### src/rtl/fp_classify_pkg.sv
package fp_classify_pkg;

	// single precision layout
	localparam int SP_WIDTH     = 32;
	localparam int SP_EXP_W     = 8;
	localparam int SP_FRAC_W    = 23;
	localparam logic [7:0] SP_EXP_MAX = 8'hff;
	localparam int SP_BIAS      = 127;

	// double precision layout
	localparam int DP_WIDTH     = 64;
	localparam int DP_EXP_W     = 11;
	localparam int DP_FRAC_W    = 52;
	localparam logic [10:0] DP_EXP_MAX = 11'h7ff;
	localparam int DP_BIAS      = 1023;

	// status register field positions
	localparam int FSR_RD_LSB   = 30;
	localparam int FSR_TEM_LSB  = 23;
	localparam int FSR_FTT_LSB  = 14;
	localparam int FSR_QNE_BIT  = 13;
	localparam int FSR_ACCRUED_EXCEPTION_FIELD_LSB = 5;
	localparam int FSR_CURRENT_EXCEPTION_FIELD_LSB = 0;
	localparam logic [31:0] FSR_RESET = 32'h0000_0000;

	// ieee condition bit positions inside current_exception_field and accrued_exception_field
	localparam int EXC_NX = 0;
	localparam int EXC_DZ = 1;
	localparam int EXC_UF = 2;
	localparam int EXC_OF = 3;
	localparam int EXC_NV = 4;

	typedef enum logic [2:0] {
		CLS_ZERO     = 3'b000,
		CLS_DENORMAL = 3'b001,
		CLS_NORMAL   = 3'b010,
		CLS_INF      = 3'b011,
		CLS_QNAN     = 3'b100,
		CLS_SNAN     = 3'b101
	} class_t;

	typedef enum logic [3:0] {
		OP_ADD     = 4'h0,
		OP_SUB     = 4'h1,
		OP_MUL     = 4'h2,
		OP_DIV     = 4'h3,
		OP_SQRT    = 4'h4,
		OP_CMP     = 4'h5,
		OP_CVT_INT = 4'h6,
		OP_CVT_FP  = 4'h7,
		OP_MOVE    = 4'h8,
		OP_LOAD    = 4'h9,
		OP_STORE   = 4'ha,
		OP_STQ     = 4'hb,
		OP_UNSUP   = 4'hc
	} op_t;

	typedef enum logic [1:0] {
		RND_NEAREST = 2'b00,
		RND_ZERO    = 2'b01,
		RND_POS     = 2'b10,
		RND_NEG     = 2'b11
	} rnd_t;

	typedef enum logic [2:0] {
		FTT_NONE     = 3'b000,
		FTT_IEEE     = 3'b001,
		FTT_UNFIN    = 3'b010,
		FTT_UNIMP    = 3'b011,
		FTT_SEQUENCE = 3'b100
	} ftt_t;

	typedef enum logic [1:0] {
		MODE_EXEC    = 2'b00,
		MODE_PENDING = 2'b01,
		MODE_EXCEPT  = 2'b10
	} mode_t;

endpackage

### src/rtl/fp_format_classify_exceptions.sv
// Contract
// - single value is sign, 8-bit biased exponent, 23-bit fraction in 32 bits.
// - single exp 0 gives zero or denormal; exp 255 gives infinity or NaN.
// - normal single has hidden leading one and exponent bias 127.
// - NaN with fraction msb set is quiet, otherwise signaling.
// - double value is sign, 11-bit exponent, 52-bit fraction in 64 bits.
// - double exp 2047 marks infinity or NaN; bias 1023 with hidden one.
// - extended-precision instructions never execute; unimplemented trap instead.
// - denormal operand or denormal result raises unfinished instead of computing; the code exempts moves.
// - any NaN operand of an operate instruction raises unfinished; the code exempts moves.
// - float-to-integer overflow raises unfinished.
// - unsupported operate instructions raise unimplemented, extended ones included.
// - non-store in pending or exception mode is sequence error; only stores run.
// - five ieee conditions in current and accrued fields; inexact pairs only.
// - invalid for signaling NaN, inf-inf, 0*inf, 0/0, inf/inf, sqrt negative, cvt, compare NaN.
// - untrapped invalid with floating destination delivers a quiet NaN.
// - zero divisor with finite nonzero dividend is division by zero; signed infinity.
// - overflow when unbounded rounded result exceeds largest finite value.
// - untrapped overflow result chosen by rounding direction and sign.
// - underflow never signaled by hardware; unfinished trap covers it.
// - inexact when any extra bit beyond the fraction is one before rounding.
// - exception raises request, enters pending mode, suspends operate instructions.
// - request holds until acknowledge, then released unless a non-store instruction arrives in the same cycle.
`timescale 1ns/1ns
`default_nettype none

module fp_format_classify_exceptions
(
	input  wire logic        core_clk,
	input  wire logic        rst_n,
	input  wire logic        instr_valid,
	input  wire logic [3:0]  instr_op,
	input  wire logic        instr_double,
	input  wire logic        instr_extended,
	input  wire logic [63:0] operand_a,
	input  wire logic [63:0] operand_b,
	input  wire logic [63:0] arith_result,
	input  wire logic        arith_sign,
	input  wire logic        arith_overflow,
	input  wire logic        arith_denormal,
	input  wire logic [2:0]  arith_extra_bits,
	input  wire logic        cvt_overflow,
	input  wire logic        queue_empty,
	input  wire logic        fp_exception_acknowledge,
	input  wire logic        fsr_write,
	input  wire logic [31:0] fsr_wdata,
	output logic [63:0]      result_data,
	output logic             result_valid,
	output logic [2:0]       operand_a_class,
	output logic [2:0]       operand_b_class,
	output logic             fp_exception_request,
	output logic             sequence_error,
	output logic [1:0]       fp_mode,
	output logic [31:0]      fp_status_register
);

	function automatic fp_classify_pkg::class_t classify(input logic [63:0] v, input logic dbl);
		logic [10:0] e;
		logic [51:0] f;
		logic        top;
		logic        emax;
		e    = '0;
		f    = '0;
		top  = 1'b0;
		emax = 1'b0;
		if (dbl)
		begin
			e    = v[62:52];
			f    = v[51:0];
			top  = v[51];
			emax = (e == fp_classify_pkg::DP_EXP_MAX);
		end
		else
		begin
			e    = {3'h0, v[30:23]};
			f    = {29'h0, v[22:0]};
			top  = v[22];
			emax = (v[30:23] == fp_classify_pkg::SP_EXP_MAX);
		end
		if (e == 11'h000)
			classify = (f == '0) ? fp_classify_pkg::CLS_ZERO : fp_classify_pkg::CLS_DENORMAL;
		else if (emax)
		begin
			if (f == '0)
				classify = fp_classify_pkg::CLS_INF;
			else
				classify = top ? fp_classify_pkg::CLS_QNAN : fp_classify_pkg::CLS_SNAN;
		end
		else
			classify = fp_classify_pkg::CLS_NORMAL; // hidden one, bias per format
	endfunction

	function automatic logic [63:0] make_inf(input logic s, input logic dbl);
		if (dbl)
			make_inf = {s, fp_classify_pkg::DP_EXP_MAX, 52'h0};
		else
			make_inf = {32'h0, s, fp_classify_pkg::SP_EXP_MAX, 23'h0};
	endfunction

	function automatic logic [63:0] make_max(input logic s, input logic dbl);
		if (dbl)
			make_max = {s, 11'h7fe, {52{1'b1}}};
		else
			make_max = {32'h0, s, 8'hfe, {23{1'b1}}};
	endfunction

	function automatic logic is_nan(input fp_classify_pkg::class_t c);
		is_nan = (c == fp_classify_pkg::CLS_QNAN) || (c == fp_classify_pkg::CLS_SNAN);
	endfunction

	fp_classify_pkg::class_t cls_a;
	fp_classify_pkg::class_t cls_b;
	fp_classify_pkg::op_t    op;
	fp_classify_pkg::rnd_t   rnd;
	fp_classify_pkg::mode_t  mode_q;
	fp_classify_pkg::mode_t  mode_d;
	logic [1:0]  rd_q,   rd_d;
	logic [4:0]  tem_q,  tem_d;
	logic [2:0]  ftt_q,  ftt_d;
	logic [4:0]  accrued_exception_field_q, accrued_exception_field_d;
	logic [4:0]  current_exception_field_q, current_exception_field_d;
	logic        req_q,  req_d;
	logic        seq_q,  seq_d;
	logic [63:0] res_q,  res_d;
	logic        rv_q,   rv_d;
	logic [2:0]  ca_q,   ca_d;
	logic [2:0]  cb_q,   cb_d;
	logic        two_ops;
	logic        operate;
	logic        is_store;
	logic        unimp;
	logic        unfin;
	logic        nv;
	logic        dz;
	logic        of;
	logic        nx;
	logic [4:0]  exc;
	logic        trap_ieee;
	logic [63:0] dflt;
	logic        sign_a;
	logic        sign_b;
	logic        eff_sub;
	assign op       = fp_classify_pkg::op_t'(instr_op);
	assign rnd      = fp_classify_pkg::rnd_t'(rd_q);
	assign cls_a    = classify(operand_a, instr_double);
	assign cls_b    = classify(operand_b, instr_double);
	assign sign_a   = instr_double ? operand_a[63] : operand_a[31];
	assign sign_b   = instr_double ? operand_b[63] : operand_b[31];
	assign is_store = (op == fp_classify_pkg::OP_STORE) || (op == fp_classify_pkg::OP_STQ);
	assign operate  = !is_store && (op != fp_classify_pkg::OP_LOAD);
	assign two_ops  = (op == fp_classify_pkg::OP_ADD) || (op == fp_classify_pkg::OP_SUB)
		|| (op == fp_classify_pkg::OP_MUL) || (op == fp_classify_pkg::OP_DIV)
		|| (op == fp_classify_pkg::OP_CMP);
	assign eff_sub  = (sign_a ^ sign_b) ^ (op == fp_classify_pkg::OP_SUB);
	// exception detection for one operate instruction
	always_comb
	begin
		unimp = operate && (instr_extended || (op == fp_classify_pkg::OP_UNSUP));
		unfin = 1'b0;
		if (operate && (op != fp_classify_pkg::OP_MOVE))
		begin
			if (cls_a == fp_classify_pkg::CLS_DENORMAL || (two_ops && cls_b == fp_classify_pkg::CLS_DENORMAL))
				unfin = 1'b1;
			if (arith_denormal)
				unfin = 1'b1; // also covers underflow
			if (is_nan(cls_a) || (two_ops && is_nan(cls_b)))
				unfin = 1'b1;
			if (op == fp_classify_pkg::OP_CVT_INT && cvt_overflow)
				unfin = 1'b1;
		end
		nv = 1'b0;
		if (cls_a == fp_classify_pkg::CLS_SNAN || (two_ops && cls_b == fp_classify_pkg::CLS_SNAN))
			nv = (op != fp_classify_pkg::OP_MOVE); // moves never raise invalid
		case (op)
			fp_classify_pkg::OP_ADD, fp_classify_pkg::OP_SUB:
				nv = nv | (cls_a == fp_classify_pkg::CLS_INF && cls_b == fp_classify_pkg::CLS_INF && eff_sub);
			fp_classify_pkg::OP_MUL:
				nv = nv | (cls_a == fp_classify_pkg::CLS_ZERO && cls_b == fp_classify_pkg::CLS_INF)
					| (cls_a == fp_classify_pkg::CLS_INF && cls_b == fp_classify_pkg::CLS_ZERO);
			fp_classify_pkg::OP_DIV:
				nv = nv | (cls_a == fp_classify_pkg::CLS_ZERO && cls_b == fp_classify_pkg::CLS_ZERO)
					| (cls_a == fp_classify_pkg::CLS_INF && cls_b == fp_classify_pkg::CLS_INF);
			fp_classify_pkg::OP_SQRT:
				nv = nv | (sign_a && cls_a != fp_classify_pkg::CLS_ZERO && !is_nan(cls_a));
			fp_classify_pkg::OP_CVT_INT:
				nv = nv | cvt_overflow | (cls_a == fp_classify_pkg::CLS_INF) | is_nan(cls_a);
			fp_classify_pkg::OP_CMP:
				nv = nv | is_nan(cls_a) | is_nan(cls_b);
			default:
				nv = nv;
		endcase
		dz = (op == fp_classify_pkg::OP_DIV) && !nv && (cls_b == fp_classify_pkg::CLS_ZERO)
			&& (cls_a == fp_classify_pkg::CLS_NORMAL || cls_a == fp_classify_pkg::CLS_DENORMAL);
		// only overflow and inexact may pair with each other
		of = !nv && !dz && arith_overflow && (op != fp_classify_pkg::OP_CMP);
		nx = !nv && !dz && (of || (arith_extra_bits != 3'h0));
		exc = 5'h00;
		exc[fp_classify_pkg::EXC_NV] = nv;
		exc[fp_classify_pkg::EXC_DZ] = dz;
		exc[fp_classify_pkg::EXC_OF] = of;
		exc[fp_classify_pkg::EXC_NX] = nx; // underflow bit left clear
		trap_ieee = (exc & tem_q) != 5'h00;
	end

	// default results for untrapped conditions
	always_comb
	begin
		dflt = arith_result;
		if (nv && op != fp_classify_pkg::OP_CVT_INT && op != fp_classify_pkg::OP_CMP)
			dflt = instr_double ? {1'b0, fp_classify_pkg::DP_EXP_MAX, 1'b1, 51'h0}
				: {32'h0, 1'b0, fp_classify_pkg::SP_EXP_MAX, 1'b1, 22'h0};
		else if (dz)
			dflt = make_inf(sign_a ^ sign_b, instr_double);
		else if (of)
		begin
			case (rnd)
				fp_classify_pkg::RND_NEAREST: dflt = make_inf(arith_sign, instr_double);
				fp_classify_pkg::RND_ZERO:    dflt = make_max(arith_sign, instr_double);
				fp_classify_pkg::RND_NEG:     dflt = arith_sign ? make_inf(1'b1, instr_double)
					: make_max(1'b0, instr_double);
				fp_classify_pkg::RND_POS:     dflt = arith_sign ? make_max(1'b1, instr_double)
					: make_inf(1'b0, instr_double);
				default:                      dflt = arith_result;
			endcase
		end
	end

	// mode, request and status register
	always_comb
	begin
		mode_d = mode_q;
		rd_d   = rd_q;
		tem_d  = tem_q;
		ftt_d  = ftt_q;
		accrued_exception_field_d = accrued_exception_field_q;
		current_exception_field_d = current_exception_field_q;
		req_d  = req_q;
		seq_d  = 1'b0;
		res_d  = res_q;
		rv_d   = 1'b0;
		ca_d   = ca_q;
		cb_d   = cb_q;
		if (fsr_write)
		begin
			rd_d   = fsr_wdata[fp_classify_pkg::FSR_RD_LSB +: 2];
			tem_d  = fsr_wdata[fp_classify_pkg::FSR_TEM_LSB +: 5];
			accrued_exception_field_d = fsr_wdata[fp_classify_pkg::FSR_ACCRUED_EXCEPTION_FIELD_LSB +: 5];
			current_exception_field_d = fsr_wdata[fp_classify_pkg::FSR_CURRENT_EXCEPTION_FIELD_LSB +: 5];
		end
		case (mode_q)
			fp_classify_pkg::MODE_EXEC:
			begin
				if (instr_valid && operate)
				begin
					ca_d = cls_a;
					cb_d = cls_b;
					if (unimp || unfin || trap_ieee)
					begin
						mode_d = fp_classify_pkg::MODE_PENDING;
						req_d  = 1'b1;
						if (unimp)
							ftt_d = fp_classify_pkg::FTT_UNIMP;
						else if (unfin)
							ftt_d = fp_classify_pkg::FTT_UNFIN;
						else
						begin
							ftt_d  = fp_classify_pkg::FTT_IEEE;
							current_exception_field_d = exc;
						end
					end
					else
					begin
						ftt_d  = fp_classify_pkg::FTT_NONE;
						current_exception_field_d = exc;
						accrued_exception_field_d = accrued_exception_field_d | exc;
						res_d  = dflt;
						rv_d   = 1'b1;
					end
				end
			end
			fp_classify_pkg::MODE_PENDING:
			begin
				if (fp_exception_acknowledge)
				begin
					mode_d = fp_classify_pkg::MODE_EXCEPT;
					req_d  = 1'b0;
				end
				if (instr_valid && !is_store)
				begin
					mode_d = fp_classify_pkg::MODE_PENDING;
					req_d  = 1'b1;
					seq_d  = 1'b1;
					ftt_d  = fp_classify_pkg::FTT_SEQUENCE;
				end
			end
			fp_classify_pkg::MODE_EXCEPT:
			begin
				if (instr_valid && !is_store)
				begin
					mode_d = fp_classify_pkg::MODE_PENDING;
					req_d  = 1'b1;
					seq_d  = 1'b1;
					ftt_d  = fp_classify_pkg::FTT_SEQUENCE;
				end
				else if (queue_empty)
					mode_d = fp_classify_pkg::MODE_EXEC;
			end
			default:
				mode_d = fp_classify_pkg::MODE_EXEC;
		endcase
	end

	always_ff @(posedge core_clk or negedge rst_n)
	begin
		if (!rst_n)
		begin
			mode_q <= fp_classify_pkg::MODE_EXEC;
			rd_q   <= fp_classify_pkg::FSR_RESET[fp_classify_pkg::FSR_RD_LSB +: 2];
			tem_q  <= fp_classify_pkg::FSR_RESET[fp_classify_pkg::FSR_TEM_LSB +: 5];
			ftt_q  <= fp_classify_pkg::FSR_RESET[fp_classify_pkg::FSR_FTT_LSB +: 3];
			accrued_exception_field_q <= fp_classify_pkg::FSR_RESET[fp_classify_pkg::FSR_ACCRUED_EXCEPTION_FIELD_LSB +: 5];
			current_exception_field_q <= fp_classify_pkg::FSR_RESET[fp_classify_pkg::FSR_CURRENT_EXCEPTION_FIELD_LSB +: 5];
			req_q  <= 1'b0;
			seq_q  <= 1'b0;
			res_q  <= 64'h0;
			rv_q   <= 1'b0;
			ca_q   <= 3'h0;
			cb_q   <= 3'h0;
		end
		else
		begin
			mode_q <= mode_d;
			rd_q   <= rd_d;
			tem_q  <= tem_d;
			ftt_q  <= ftt_d;
			accrued_exception_field_q <= accrued_exception_field_d;
			current_exception_field_q <= current_exception_field_d;
			req_q  <= req_d;
			seq_q  <= seq_d;
			res_q  <= res_d;
			rv_q   <= rv_d;
			ca_q   <= ca_d;
			cb_q   <= cb_d;
		end
	end

	assign result_data          = res_q;
	assign result_valid         = rv_q;
	assign operand_a_class      = ca_q;
	assign operand_b_class      = cb_q;
	assign fp_exception_request = req_q;
	assign sequence_error       = seq_q;
	assign fp_mode              = mode_q;

	always_comb
	begin
		fp_status_register = 32'h0000_0000;
		fp_status_register[fp_classify_pkg::FSR_RD_LSB +: 2]   = rd_q;
		fp_status_register[fp_classify_pkg::FSR_TEM_LSB +: 5]  = tem_q;
		fp_status_register[fp_classify_pkg::FSR_FTT_LSB +: 3]  = ftt_q;
		fp_status_register[fp_classify_pkg::FSR_QNE_BIT]       = !queue_empty;
		fp_status_register[fp_classify_pkg::FSR_ACCRUED_EXCEPTION_FIELD_LSB +: 5] = accrued_exception_field_q;
		fp_status_register[fp_classify_pkg::FSR_CURRENT_EXCEPTION_FIELD_LSB +: 5] = current_exception_field_q;
	end

endmodule

`default_nettype wire

### config.mk
export PLATFORM = sky130hd
export DESIGN_NAME = fp_format_classify_exceptions
export DESIGN_NICKNAME = d
export VERILOG_FILES = /design/src/rtl/fp_classify_pkg.sv /design/src/rtl/fp_format_classify_exceptions.sv
export SDC_FILE = /design/constraint.sdc
export NUM_CORES = 1
export LEC_CHECK = 0
export BUFFER_PORTS_ARGS = -buffer_cell sky130_fd_sc_hd__clkbuf_2
export CELL_PAD_IN_SITES_DETAIL_PLACEMENT = 0
export CELL_PAD_IN_SITES_GLOBAL_PLACEMENT = 1
export CORE_ASPECT_RATIO = 0.6
export CORE_MARGIN = 1.5
export CORE_UTILIZATION = 30
export CTS_CLUSTER_SIZE = 16
export DETAILED_ROUTE_END_ITERATION = 8
export GPL_ROUTABILITY_DRIVEN = 0
export PLACE_DENSITY_LB_ADDON = 0.1
export REMOVE_ABC_BUFFERS = 1
export SLEW_MARGIN = 5
export SYNTH_ARGS = -nofsm -noshare
export SYNTH_HDL_FRONTEND = slang
export SYNTH_SLANG_ARGS = --single-unit
### constraint.sdc
create_clock -name core_clk -period 2.9 [get_ports core_clk]
set_clock_uncertainty 0.2 [all_clocks]
set_input_delay 0.58 -clock core_clk [delete_from_list [all_inputs] [get_ports core_clk]]
set_output_delay 0.58 -clock core_clk [all_outputs]
set_load 0.1 [all_outputs]
==> flow_summary_export.csv, run 1 <==
group,metric,value,unit
global_routing,antenna_found_initial,0,
global_routing,grt_max_degree,51,
synth,async_reset_ff_frac,1.00,
synth,netlist_top_cells_count,"dfrtp_1, nand2_1, o21ai_0, nor2_1, nor4_1",
routing,routed_wl,23600,um
floorplanning,core-area,18200,um2
synth,netlist.area_leader.share,0.422,
clocking,cts_tree,"done",
worst_setup_path,cp_top_family,"simple AND/OR/NAND/NOR gates",
synth,ys_types,73,
synth,yosysMostFrequentCell,"dfrtp_1",
clocking,numClockSinks,95,
clocking,cts_buffers,9,
power,p_leak,0.00481,uW
synth,ys_seq_elements,95,
layout,instances_no_fill,1291,
global_routing,overflow,0,
placement,dp_slack,-1.07,ns
floorplanning,rows,38,
floorplanning,io_pins,350,
flow_run,drv_cap,0,
floorplanning,die_width,180,um
worst_setup_path,crit_path_start_kind,"input port",
timing,finalCritPeriodShare,1.18,
timing,worst_slew_pin_slew,0.695,ns
power,total_power,9760,uW
routing,wl_per_cell,18.3,um
timing,fin_crit,3.41,ns
power,ir_drop,693,uV
routing,avgViaCountPerCell,5.06,
clocking,clk_pin_slew,0.08,ns
run_status,violations,"negative setup slack",
routing,drc_errors,0,
routing,via_count,6536,
clocking,cts.htree.levels,3,
timing,setup_violations,73,
routing,dr.first_iter.drc_count,340,
placement,port_buffers,323,
worst_setup_path,crit_path_end_kind,"flop",
routing,final_antenna_net_count,0,
global_routing,grt_pass1_vias,6196,
global_routing,grt.total_usage,0.217,
synth,synth.cell_area,5630,um2
layout,nNetsFinal,1298,
timing,clock.fmax,293,MHz
clocking,ctsLongestPathBuffers,2,
placement,placed_cells,1247,
clocking,clock_latency,0.34,ns
worst_setup_path,slowest_stage,"or4_4",
run_status,status,"complete, but fails checks",
synth,ys.flop_type,"dfrtp_1",
synth,yosysSeqAreaShare,0.422,
synth,synth_area_leaders,"dfrtp_1, nand2_1, o21ai_0",
floorplanning,dieHeight,109,um
timing,final_hold_viol_count,0,
synth,yosysWarnings,0,
clocking,clockRootBuffer,"clkbuf_16",
worst_hold_path,hold_class,"input port to async pin",
floorplanning,start_util,0.309,
floorplanning,die_area,19600,um2
layout,layout-drive-gt1-share,0.597,
global_routing,grt_pass1_wl,33700,um
synth,synth_edf_count,0,
worst_setup_path,crit_top_cell,"buf_6",
power,p_per_area,976,nW/um2
worst_setup_path,cp.required,2.92,ns
timing,slew_headroom,0.537,
worst_setup_path,path_cells,"buf_8 > nand4_1 > or4_4 > and2_4 > or4_1 > a21o_1 > a31oi_4 > buf_6 > nor4b_4 > buf_6 > buf_4 > buf_12 > nor2_1 > o2bb2ai_1 > mux2_2",
synth,syn_inst,616,
synth,avgSynthCellArea,9.14,um2
worst_setup_path,worstSetupPathType,"input port to flop",
placement,dpl.hpwl,17200,um
timing,setup_ws,-0.514,ns
worst_setup_path,worstPathArrival,3.44,ns
synth,synth_top_area_cell,"dfrtp_1",
worst_setup_path,critPathMaxStageDelay,0.53,ns
worst_setup_path,path_max_fanout,11,
timing,grt_setup_unrepaired,"true",
layout,utilization,0.550,
routing,first_pass_iters,5,
layout,antenna_cells,0,
worst_setup_path,crit_buf_inv,5,
timing,drv_slew,0,
layout,syn_to_final_growth,77.8,%
## routing by layer
layer | global-route usage | vias up | share of wire | wire (um)
li1 | - | 3134 | - | -
met1 | 0.310 | 3154 | 0.47 | 11000
met2 | 0.345 | 242 | 0.46 | 11000
met3 | 0.0461 | 6 | 0.066 | 1560
met4 | 0.0232 | 0 | 0.0033 | 79
met5 | 0 | - | 0 | 0
## final timing paths
path                                                 from  cells past startpoint  slack, ns                                        to
setup / recovery                            operand_a[25]                     15      -0.51               result_data[22]$_DFFE_PN0P_
hold / removal                                      rst_n                      1       0.07               result_data[15]$_DFFE_PN0P_
setup reg to reg                   fp_mode[1]$_DFFE_PN0P_                     10       0.67               result_data[22]$_DFFE_PN0P_
hold reg to reg            operand_a_class[2]$_DFFE_PN0P_                      2       0.29            operand_a_class[2]$_DFFE_PN0P_
max in group asynchronous                           rst_n                      2       1.75               result_data[21]$_DFFE_PN0P_
min in group core_clk                        fsr_wdata[7]                      2       0.27  accrued_exception_field_q[2]$_DFFE_PN0P_
## layout make-up
class | instances | area (um2)
fill | 1640 | 8200
clock inverter | 6 | 77.6
multi-input combinational | 470 | 3810
tap | 240 | 300
inverter | 12 | 57.6
clock buffer | 10 | 229
sequential | 95 | 2380
timing repair buffer | 458 | 3160
## sequential cells by signal, indices dropped and copies added (netlist names)
signal	flops
ftt_q	3
tem_q	5
fp_exception_request	1
accrued_exception_field_q	5
rd_q	2
fp_mode	2
result_data	64
operand_b_class	3
result_valid	1
operand_a_class	3
sequence_error	1
current_exception_field_q	5
## report_power, final
part	internal, uW	switching (uW)
clock	687	552
sequential	1830	415
combinational	1320	4970
total	3830	5930
## stage by stage
step / hold slack [ns] / setup TNS [ns] / area (um2)
5_1_grt: 0.123 / -37.23 / 10000
3_3_place_gp: 0.261 / -62.77 / 8240
2_1_floorplan: 0.0844 / -266.07 / 5390
6_report: 0.0695 / -30.78 / 10000
4_1_cts: 0.103 / -26.68 / 9010
3_5_place_dp: 0.270 / -69.87 / 8240
## repair_timing
item,in CTS,in global routing
resized for setup,82,183
buffers inserted,10,6
hold buffers,0,0
pin swaps,28,39
endpoints found under the setup margin,77,78
gates cloned,2,13
## layout by cell type, fill, tap and decap left out, drive strengths merged, types with 2 or more instances in the layout
cell     instances
or4              3
a2bb2oi         11
o211ai           3
o21ai           64
and2             3
clkbuf         339
clkinv           2
a221oi           2
conb            11
nand3b           3
or3              4
ha               9
a31oi            6
mux2i           19
mux2            16
nand3           11
a211o            3
dfrtp           95
xor2             4
o22ai            2
o31ai           25
buf            129
o21bai           2
nor4b            4
a21oi           18
a21o             3
a221o            2
a211oi          10
a2111oi          3
nor2            46
nor4            29
nor3            12
inv             14
a21boi           2
nor2b           12
or2              2
o21a             2
nand4           18
nand2           85
## kinds of logic after synthesis
logic type      share of synthesized area
simple gates                        0.211
buf+inv                            0.0571
compound gates                      0.211
other cells                      0.000666
fa+ha+maj                          0.0200
xor+xnor                          0.00778
mux                                0.0698
flops                               0.422
## worst reg2reg max path, stage by stage, from the launching register on
cell and delay, ns:
dfrtp_1 0.44, inv_1 0.13, ha_1 0.18, nand2_1 0.09
nor3_1 0.19, buf_4 0.16, o21ai_4 0.06, buf_12 0.16
buf_12 0.13, clkinv_8 0.06, mux2_2 0.33
No activity file was read; power rests on OpenSTA's default activity.
==> run 2: changes to the inputs <==
--- a/config.mk
+++ b/config.mk
@@ -9,14 +9,15 @@
 export CELL_PAD_IN_SITES_DETAIL_PLACEMENT = 0
 export CELL_PAD_IN_SITES_GLOBAL_PLACEMENT = 1
 export CORE_ASPECT_RATIO = 0.6
-export CORE_MARGIN = 1.5
+export CORE_MARGIN = 3
 export CORE_UTILIZATION = 30
 export CTS_CLUSTER_SIZE = 16
 export DETAILED_ROUTE_END_ITERATION = 8
 export GPL_ROUTABILITY_DRIVEN = 0
-export PLACE_DENSITY_LB_ADDON = 0.1
+export PLACE_DENSITY = 0.85
 export REMOVE_ABC_BUFFERS = 1
 export SLEW_MARGIN = 5
 export SYNTH_ARGS = -nofsm -noshare
 export SYNTH_HDL_FRONTEND = slang
 export SYNTH_SLANG_ARGS = --single-unit
+export TNS_END_PERCENT = 1
==> run 2 against run 1 <==
  * The flow still finishes with violations (negative setup slack)
  * Critical path depth shrank 2
  * Combinational power shrank 7.2%
  * Core utilization shrank 5.7 points
  * Largest power group unchanged
  * Clock-buffer cell count shrank 1
  * First-iteration DRC count grew 26%
  * Final cell count shrank 1.6%
  * Sequential share of layout area grew 2.7 points
==> flow_summary_export.csv, run 2 (synthesized netlist as in run 1, its figures left out) <==
group,metric,value,unit
power,ir_drop,790,uV
power,p_leak,0.00447,uW
global_routing,grt.total_usage,0.212,
worst_setup_path,critPathMaxStageDelay,0.53,ns
routing,wl_per_cell,17.6,um
timing,setup_violations,75,
timing,slew_headroom,0.584,
floorplanning,io_pins,350,
timing,drv_slew,0,
global_routing,grt_max_degree,50,
placement,dpl.hpwl,17600,um
clocking,clk_pin_slew,0.08,ns
routing,dr.first_iter.drc_count,428,
clocking,numClockSinks,95,
routing,via_count,6308,
worst_setup_path,regToRegSetupSlack,0.70,ns
layout,nNetsFinal,1277,
floorplanning,rows,38,
worst_setup_path,cp.required,2.93,ns
floorplanning,die_width,183,um
floorplanning,die_area,20500,um2
worst_setup_path,path_max_fanout,8,
worst_setup_path,reg2reg_from,"fp_mode[1]$_DFFE_PN0P_",
floorplanning,start_util,0.309,
layout,layout_commonest_cell,"clkbuf_2",
flow_run,drv_cap,0,
worst_setup_path,slowest_stage,"or4_4",
clocking,cts_buffers,9,
layout,final.fill_count,1758,
layout,syn_to_final_growth,59.5,%
placement,placedInstanceArea,8160,um2
timing,clock.fmax,299,MHz
timing,grt_setup_unrepaired,"true",
run_status,status,"complete, but fails checks",
worst_hold_path,hold_class,"input port to async pin",
timing,finalCritPeriodShare,1.15,
worst_setup_path,worstPathArrival,3.37,ns
worst_setup_path,crit_buf_inv,4,
power,total_power,9200,uW
layout,final_cell_mix,"clkbuf_2, buf_4, dfrtp_1",
floorplanning,core-area,18200,um2
clocking,clockRootBuffer,"clkbuf_16",
timing,worst_slew_pin_slew,0.623,ns
global_routing,grt_pass1_vias,6412,
worst_setup_path,r2r_cells,10,
layout,final_cell_area,8980,um2
routing,avgViaCountPerCell,4.97,
global_routing,grt_pass1_wl,34900,um
clocking,cts_hold_buf,0,
layout,antenna_cells,0,
power,p_per_area,1020,nW/um2
clocking,clock_latency,0.34,ns
global_routing,antenna_found_initial,0,
global_routing,overflow,0,
layout,layout-drive-gt1-share,0.517,
routing,routed_wl,22300,um
routing,first_pass_iters,5,
worst_setup_path,path_cells,"clkbuf_16 > or4_4 > and2_4 > or4_1 > a21o_1 > a31oi_4 > buf_6 > o21a_4 > o21ai_4 > buf_12 > a211oi_4 > buf_12 > a2bb2oi_2",
placement,port_buffers,323,
worst_setup_path,worstSetupPathType,"input port to flop",
routing,drc_errors,0,
timing,setup_ws,-0.441,ns
layout,utilization,0.493,
floorplanning,dieHeight,112,um
run_status,violations,"negative setup slack",
routing,final_antenna_net_count,0,
timing,fin_crit,3.34,ns
clocking,ctsLongestPathBuffers,2,
worst_setup_path,crit_path_start_kind,"input port",
layout,largest_reg_flops,64,
worst_setup_path,crit_top_cell,"buf_12",
worst_setup_path,cp_top_family,"simple AND/OR/NAND/NOR gates",
worst_setup_path,timing.rr.end,"result_data[28]$_DFFE_PN0P_",
timing,setup_tns,-25.52,ns
clocking,cts.htree.levels,3,
timing,final_hold_viol_count,0,
worst_setup_path,crit_path_end_kind,"flop",
clocking,cts_tree,"done",
-- run 2: cell count changes in the layout (fill, tap and decap cells not counted), moves of 9 or more --
| cell | previous run | this run |
|---|---|---|
| clkbuf_16 | 20 | 11 |
| nand2_1 | 53 | 84 |
| nand2_2 | 15 | 1 |
| nand2_4 | 17 | 0 |
| nor2_1 | 32 | 43 |
| nor2_4 | 12 | 1 |
| o21ai_0 | 20 | 48 |
| o21ai_1 | 34 | 11 |
| o31ai_1 | 3 | 18 |
| o31ai_4 | 15 | 1 |
-- run 2: timing repair --
action                                  CTS  global route
resized for setup                        53            36
buffers inserted                          9             0
endpoints found under the setup margin   78            78
cloned                                    2             0
endpoints found under the hold margin     0             0
pin swaps                                30             6
-- run 2: layout make-up --
class | instances | area, um2 | share of cell area
inverter | 12 | 47.5 | 0.00530
clock inverter | 7 | 75.1 | 0.00836
clock buffer | 9 | 225 | 0.0251
tap | 240 | 300 | 0.0334
timing repair buffer | 437 | 2700 | 0.300
sequential | 95 | 2380 | 0.265
multi-input combinational | 470 | 3260 | 0.363
-- run 2: metal layers --
layer | GRT usage | share of wire
met2 | 0.310 | 0.42
met1 | 0.326 | 0.50
met3 | 0.0486 | 0.073
met5 | 0 | 0
met4 | 0.0292 | 0.0092
-- run 2: worst max-delay path by stage --
stage	start	depth (start not counted)	end	slack (ns)
CTS	operand_a[27]	15	result_data[57]$_DFFE_PN0P_	-0.40
global placement	instr_double	13	result_data[4]$_DFFE_PN0P_	-0.97
global route	operand_a[27]	12	result_data[31]$_DFFE_PN0P_	-0.56
finish	instr_double	13	result_data[28]$_DFFE_PN0P_	-0.44
detailed placement	operand_b[25]	13	result_data[28]$_DFFE_PN0P_	-1.02
floorplan	operand_a[28]	10	accrued_exception_field_q[3]$_DFF_PN0_	-4.35
-- run 2: stage by stage --
| step | cells | hold slack, ns | worst slack, ns |
|---|---|---|---|
| 6_report | 1270 | 0.00334 | -0.441 |
| 5_1_grt | 1270 | 0.0402 | -0.559 |
| 4_1_cts | 1270 | 0.0262 | -0.405 |
| 3_5_place_dp | 1243 | 0.265 | -1.02 |
| 3_3_place_gp | 1243 | 0.260 | -0.969 |
| 2_1_floorplan | 577 | 0.0844 | -4.35 |
-- run 2: power breakdown --
group	internal [uW]	switching (uW)
combinational	1050	4780
sequential	1830	328
clock	612	601
-- run 2: worst reg2reg max path, stage by stage, from the launching register on --
cell and delay, ns:
dfrtp_1 0.43, inv_1 0.13, ha_1 0.17, nand2_1 0.09
nor3_2 0.20, buf_4 0.17, o21ai_4 0.06, buf_12 0.16
a211oi_4 0.25, buf_12 0.17, a2bb2oi_2 0.06
==> run 3: changes to the inputs <==
--- a/config.mk
+++ b/config.mk
@@ -16,6 +16,7 @@
 export GPL_ROUTABILITY_DRIVEN = 0
 export PLACE_DENSITY = 0.85
 export REMOVE_ABC_BUFFERS = 1
+export SETUP_SLACK_MARGIN = 0.1
 export SLEW_MARGIN = 5
 export SYNTH_ARGS = -nofsm -noshare
 export SYNTH_HDL_FRONTEND = slang
==> run 3 against run 2 <==
  * The run still ends with negative setup slack left
  * Clock-buffer cell count unchanged
  * Sequential share of layout area about the same
  * Critical path depth unchanged
  * Highest routed layer unchanged
  * Global-route usage about the same
==> flow_summary_export.csv, run 3 (synthesized netlist as in run 1, its figures left out) <==
group,metric,value,unit
routing,drc_errors,0,
routing,final_antenna_net_count,0,
layout,utilization,0.493,
worst_setup_path,path_max_fanout,8,
timing,setup_ws,-0.444,ns
floorplanning,dieHeight,112,um
global_routing,grt_pass1_vias,6418,
global_routing,grt.total_usage,0.212,
worst_hold_path,hold_class,"input port to async pin",
power,p_leak,0.00446,uW
flow_run,drv_cap,0,
layout,final_cell_mix,"clkbuf_2, buf_4, dfrtp_1",
placement,port_buffers,323,
timing,final_hold_viol_count,0,
timing,setup_tns,-25.78,ns
clocking,cts_tree,"done",
clocking,cts.htree.levels,3,
worst_setup_path,reg2reg_from,"fp_mode[1]$_DFFE_PN0P_",
timing,setup_violations,75,
floorplanning,die_width,183,um
clocking,clockRootBuffer,"clkbuf_16",
routing,via_count,6313,
clocking,cts_buffers,9,
worst_setup_path,worstSetupStartpoint,"instr_double",
global_routing,grt_max_degree,50,
layout,syn_to_final_growth,59.6,%
timing,finalCritPeriodShare,1.15,
routing,first_pass_iters,4,
timing,fin_crit,3.34,ns
global_routing,overflow,0,
clocking,clk_pin_slew,0.08,ns
placement,dpl.hpwl,17600,um
global_routing,antenna_found_initial,0,
worst_setup_path,crit_path_start_kind,"input port",
routing,wl_per_cell,17.6,um
layout,layout_commonest_cell,"clkbuf_2",
global_routing,grt_pass1_wl,34900,um
layout,antenna_cells,0,
power,p_per_area,1020,nW/um2
worst_setup_path,crit_path_end_kind,"flop",
timing,slew_headroom,0.582,
timing,worst_slew_pin_slew,0.627,ns
timing,clock.fmax,299,MHz
timing,drv_slew,0,
floorplanning,rows,38,
worst_setup_path,cp.required,2.93,ns
floorplanning,io_pins,350,
routing,avgViaCountPerCell,4.97,
placement,dp_slack,-1.02,ns
routing,routed_wl,22300,um
power,ir_drop,790,uV
layout,nNetsFinal,1277,
clocking,ctsLongestPathBuffers,2,
run_status,violations,"negative setup slack",
run_status,status,"complete, but fails checks",
clocking,numClockSinks,95,
routing,dr.first_iter.drc_count,409,
layout,layout-drive-gt1-share,0.517,
layout,largest_reg_flops,64,
floorplanning,die_area,20500,um2
worst_setup_path,worstPathArrival,3.38,ns
floorplanning,start_util,0.309,
worst_setup_path,worstSetupPathType,"input port to flop",
power,total_power,9200,uW
timing,grt_setup_unrepaired,"true",
floorplanning,core-area,18200,um2
clocking,clock_latency,0.34,ns
## run 3: area by class of cell
class                           instances  area [um2]
Sequential cell                        95        2380
Inverter                               12        47.5
Timing Repair Buffer                  437        2700
Tap cell                              240         300
Multi-Input combinational cell        470        3260
Clock inverter                          7        75.1
Fill cell                            1756        9230
Clock buffer                            9         225
## run 3: what timing repair did
item,4_1_cts,5_1_grt
gates cloned,2,0
pin swaps,30,6
hold buffers,0,0
gates resized for setup,54,36
setup endpoints to repair,78,79
setup buffers,9,0
## run 3: where the power goes
group          internal [uW]  leakage [uW]  switching, uW
Clock                    612      0.000144            597
Sequential              1830       0.00118            327
Combinational           1050       0.00314           4780
## run 3: critical path: stages
cell and delay [ns]:
clkbuf_16 0.14, or4_4 0.53, and2_4 0.18, or4_1 0.46, a21o_1 0.23, a31oi_4 0.29, buf_6 0.14, o21a_4 0.13
o21ai_4 0.06, buf_12 0.15, a211oi_4 0.24, buf_12 0.17, a2bb2oi_2 0.06
## run 3: worst paths after layout
| kind | end | slack (ns) | depth (start not counted) |
|---|---|---|---|
| max in group asynchronous | result_data[23]$_DFFE_PN0P_ | 1.82 | 2 |
| min reg2reg | result_data[46]$_DFFE_PN0P_ | 0.28 | 2 |
| min in group core_clk | tem_q[2]$_DFFE_PN0P_ | 0.27 | 2 |
| max reg2reg | result_data[28]$_DFFE_PN0P_ | 0.70 | 10 |
| max | result_data[28]$_DFFE_PN0P_ | -0.44 | 13 |
| min | tem_q[2]$_DFFE_PN0P_ | 0.007 | 1 |
## run 3: per-stage QoR
stage	cell area (um2)	std cells	hold slack, ns
final	8980	1270	0.00695
after global routing	8980	1270	0.0402
after CTS	8860	1270	0.0262
after detailed placement	8160	1243	0.265
after global placement	8160	1243	0.260
after floorplan	5390	577	0.0844
## run 3: per-layer routing
layer,routed length [um],global-route usage,vias to the layer above
li1,-,-,3081
met1,11100,0.326,2992
met2,9390,0.310,224
met3,1630,0.0486,16
met4,224,0.0292,0
met5,0,0,-
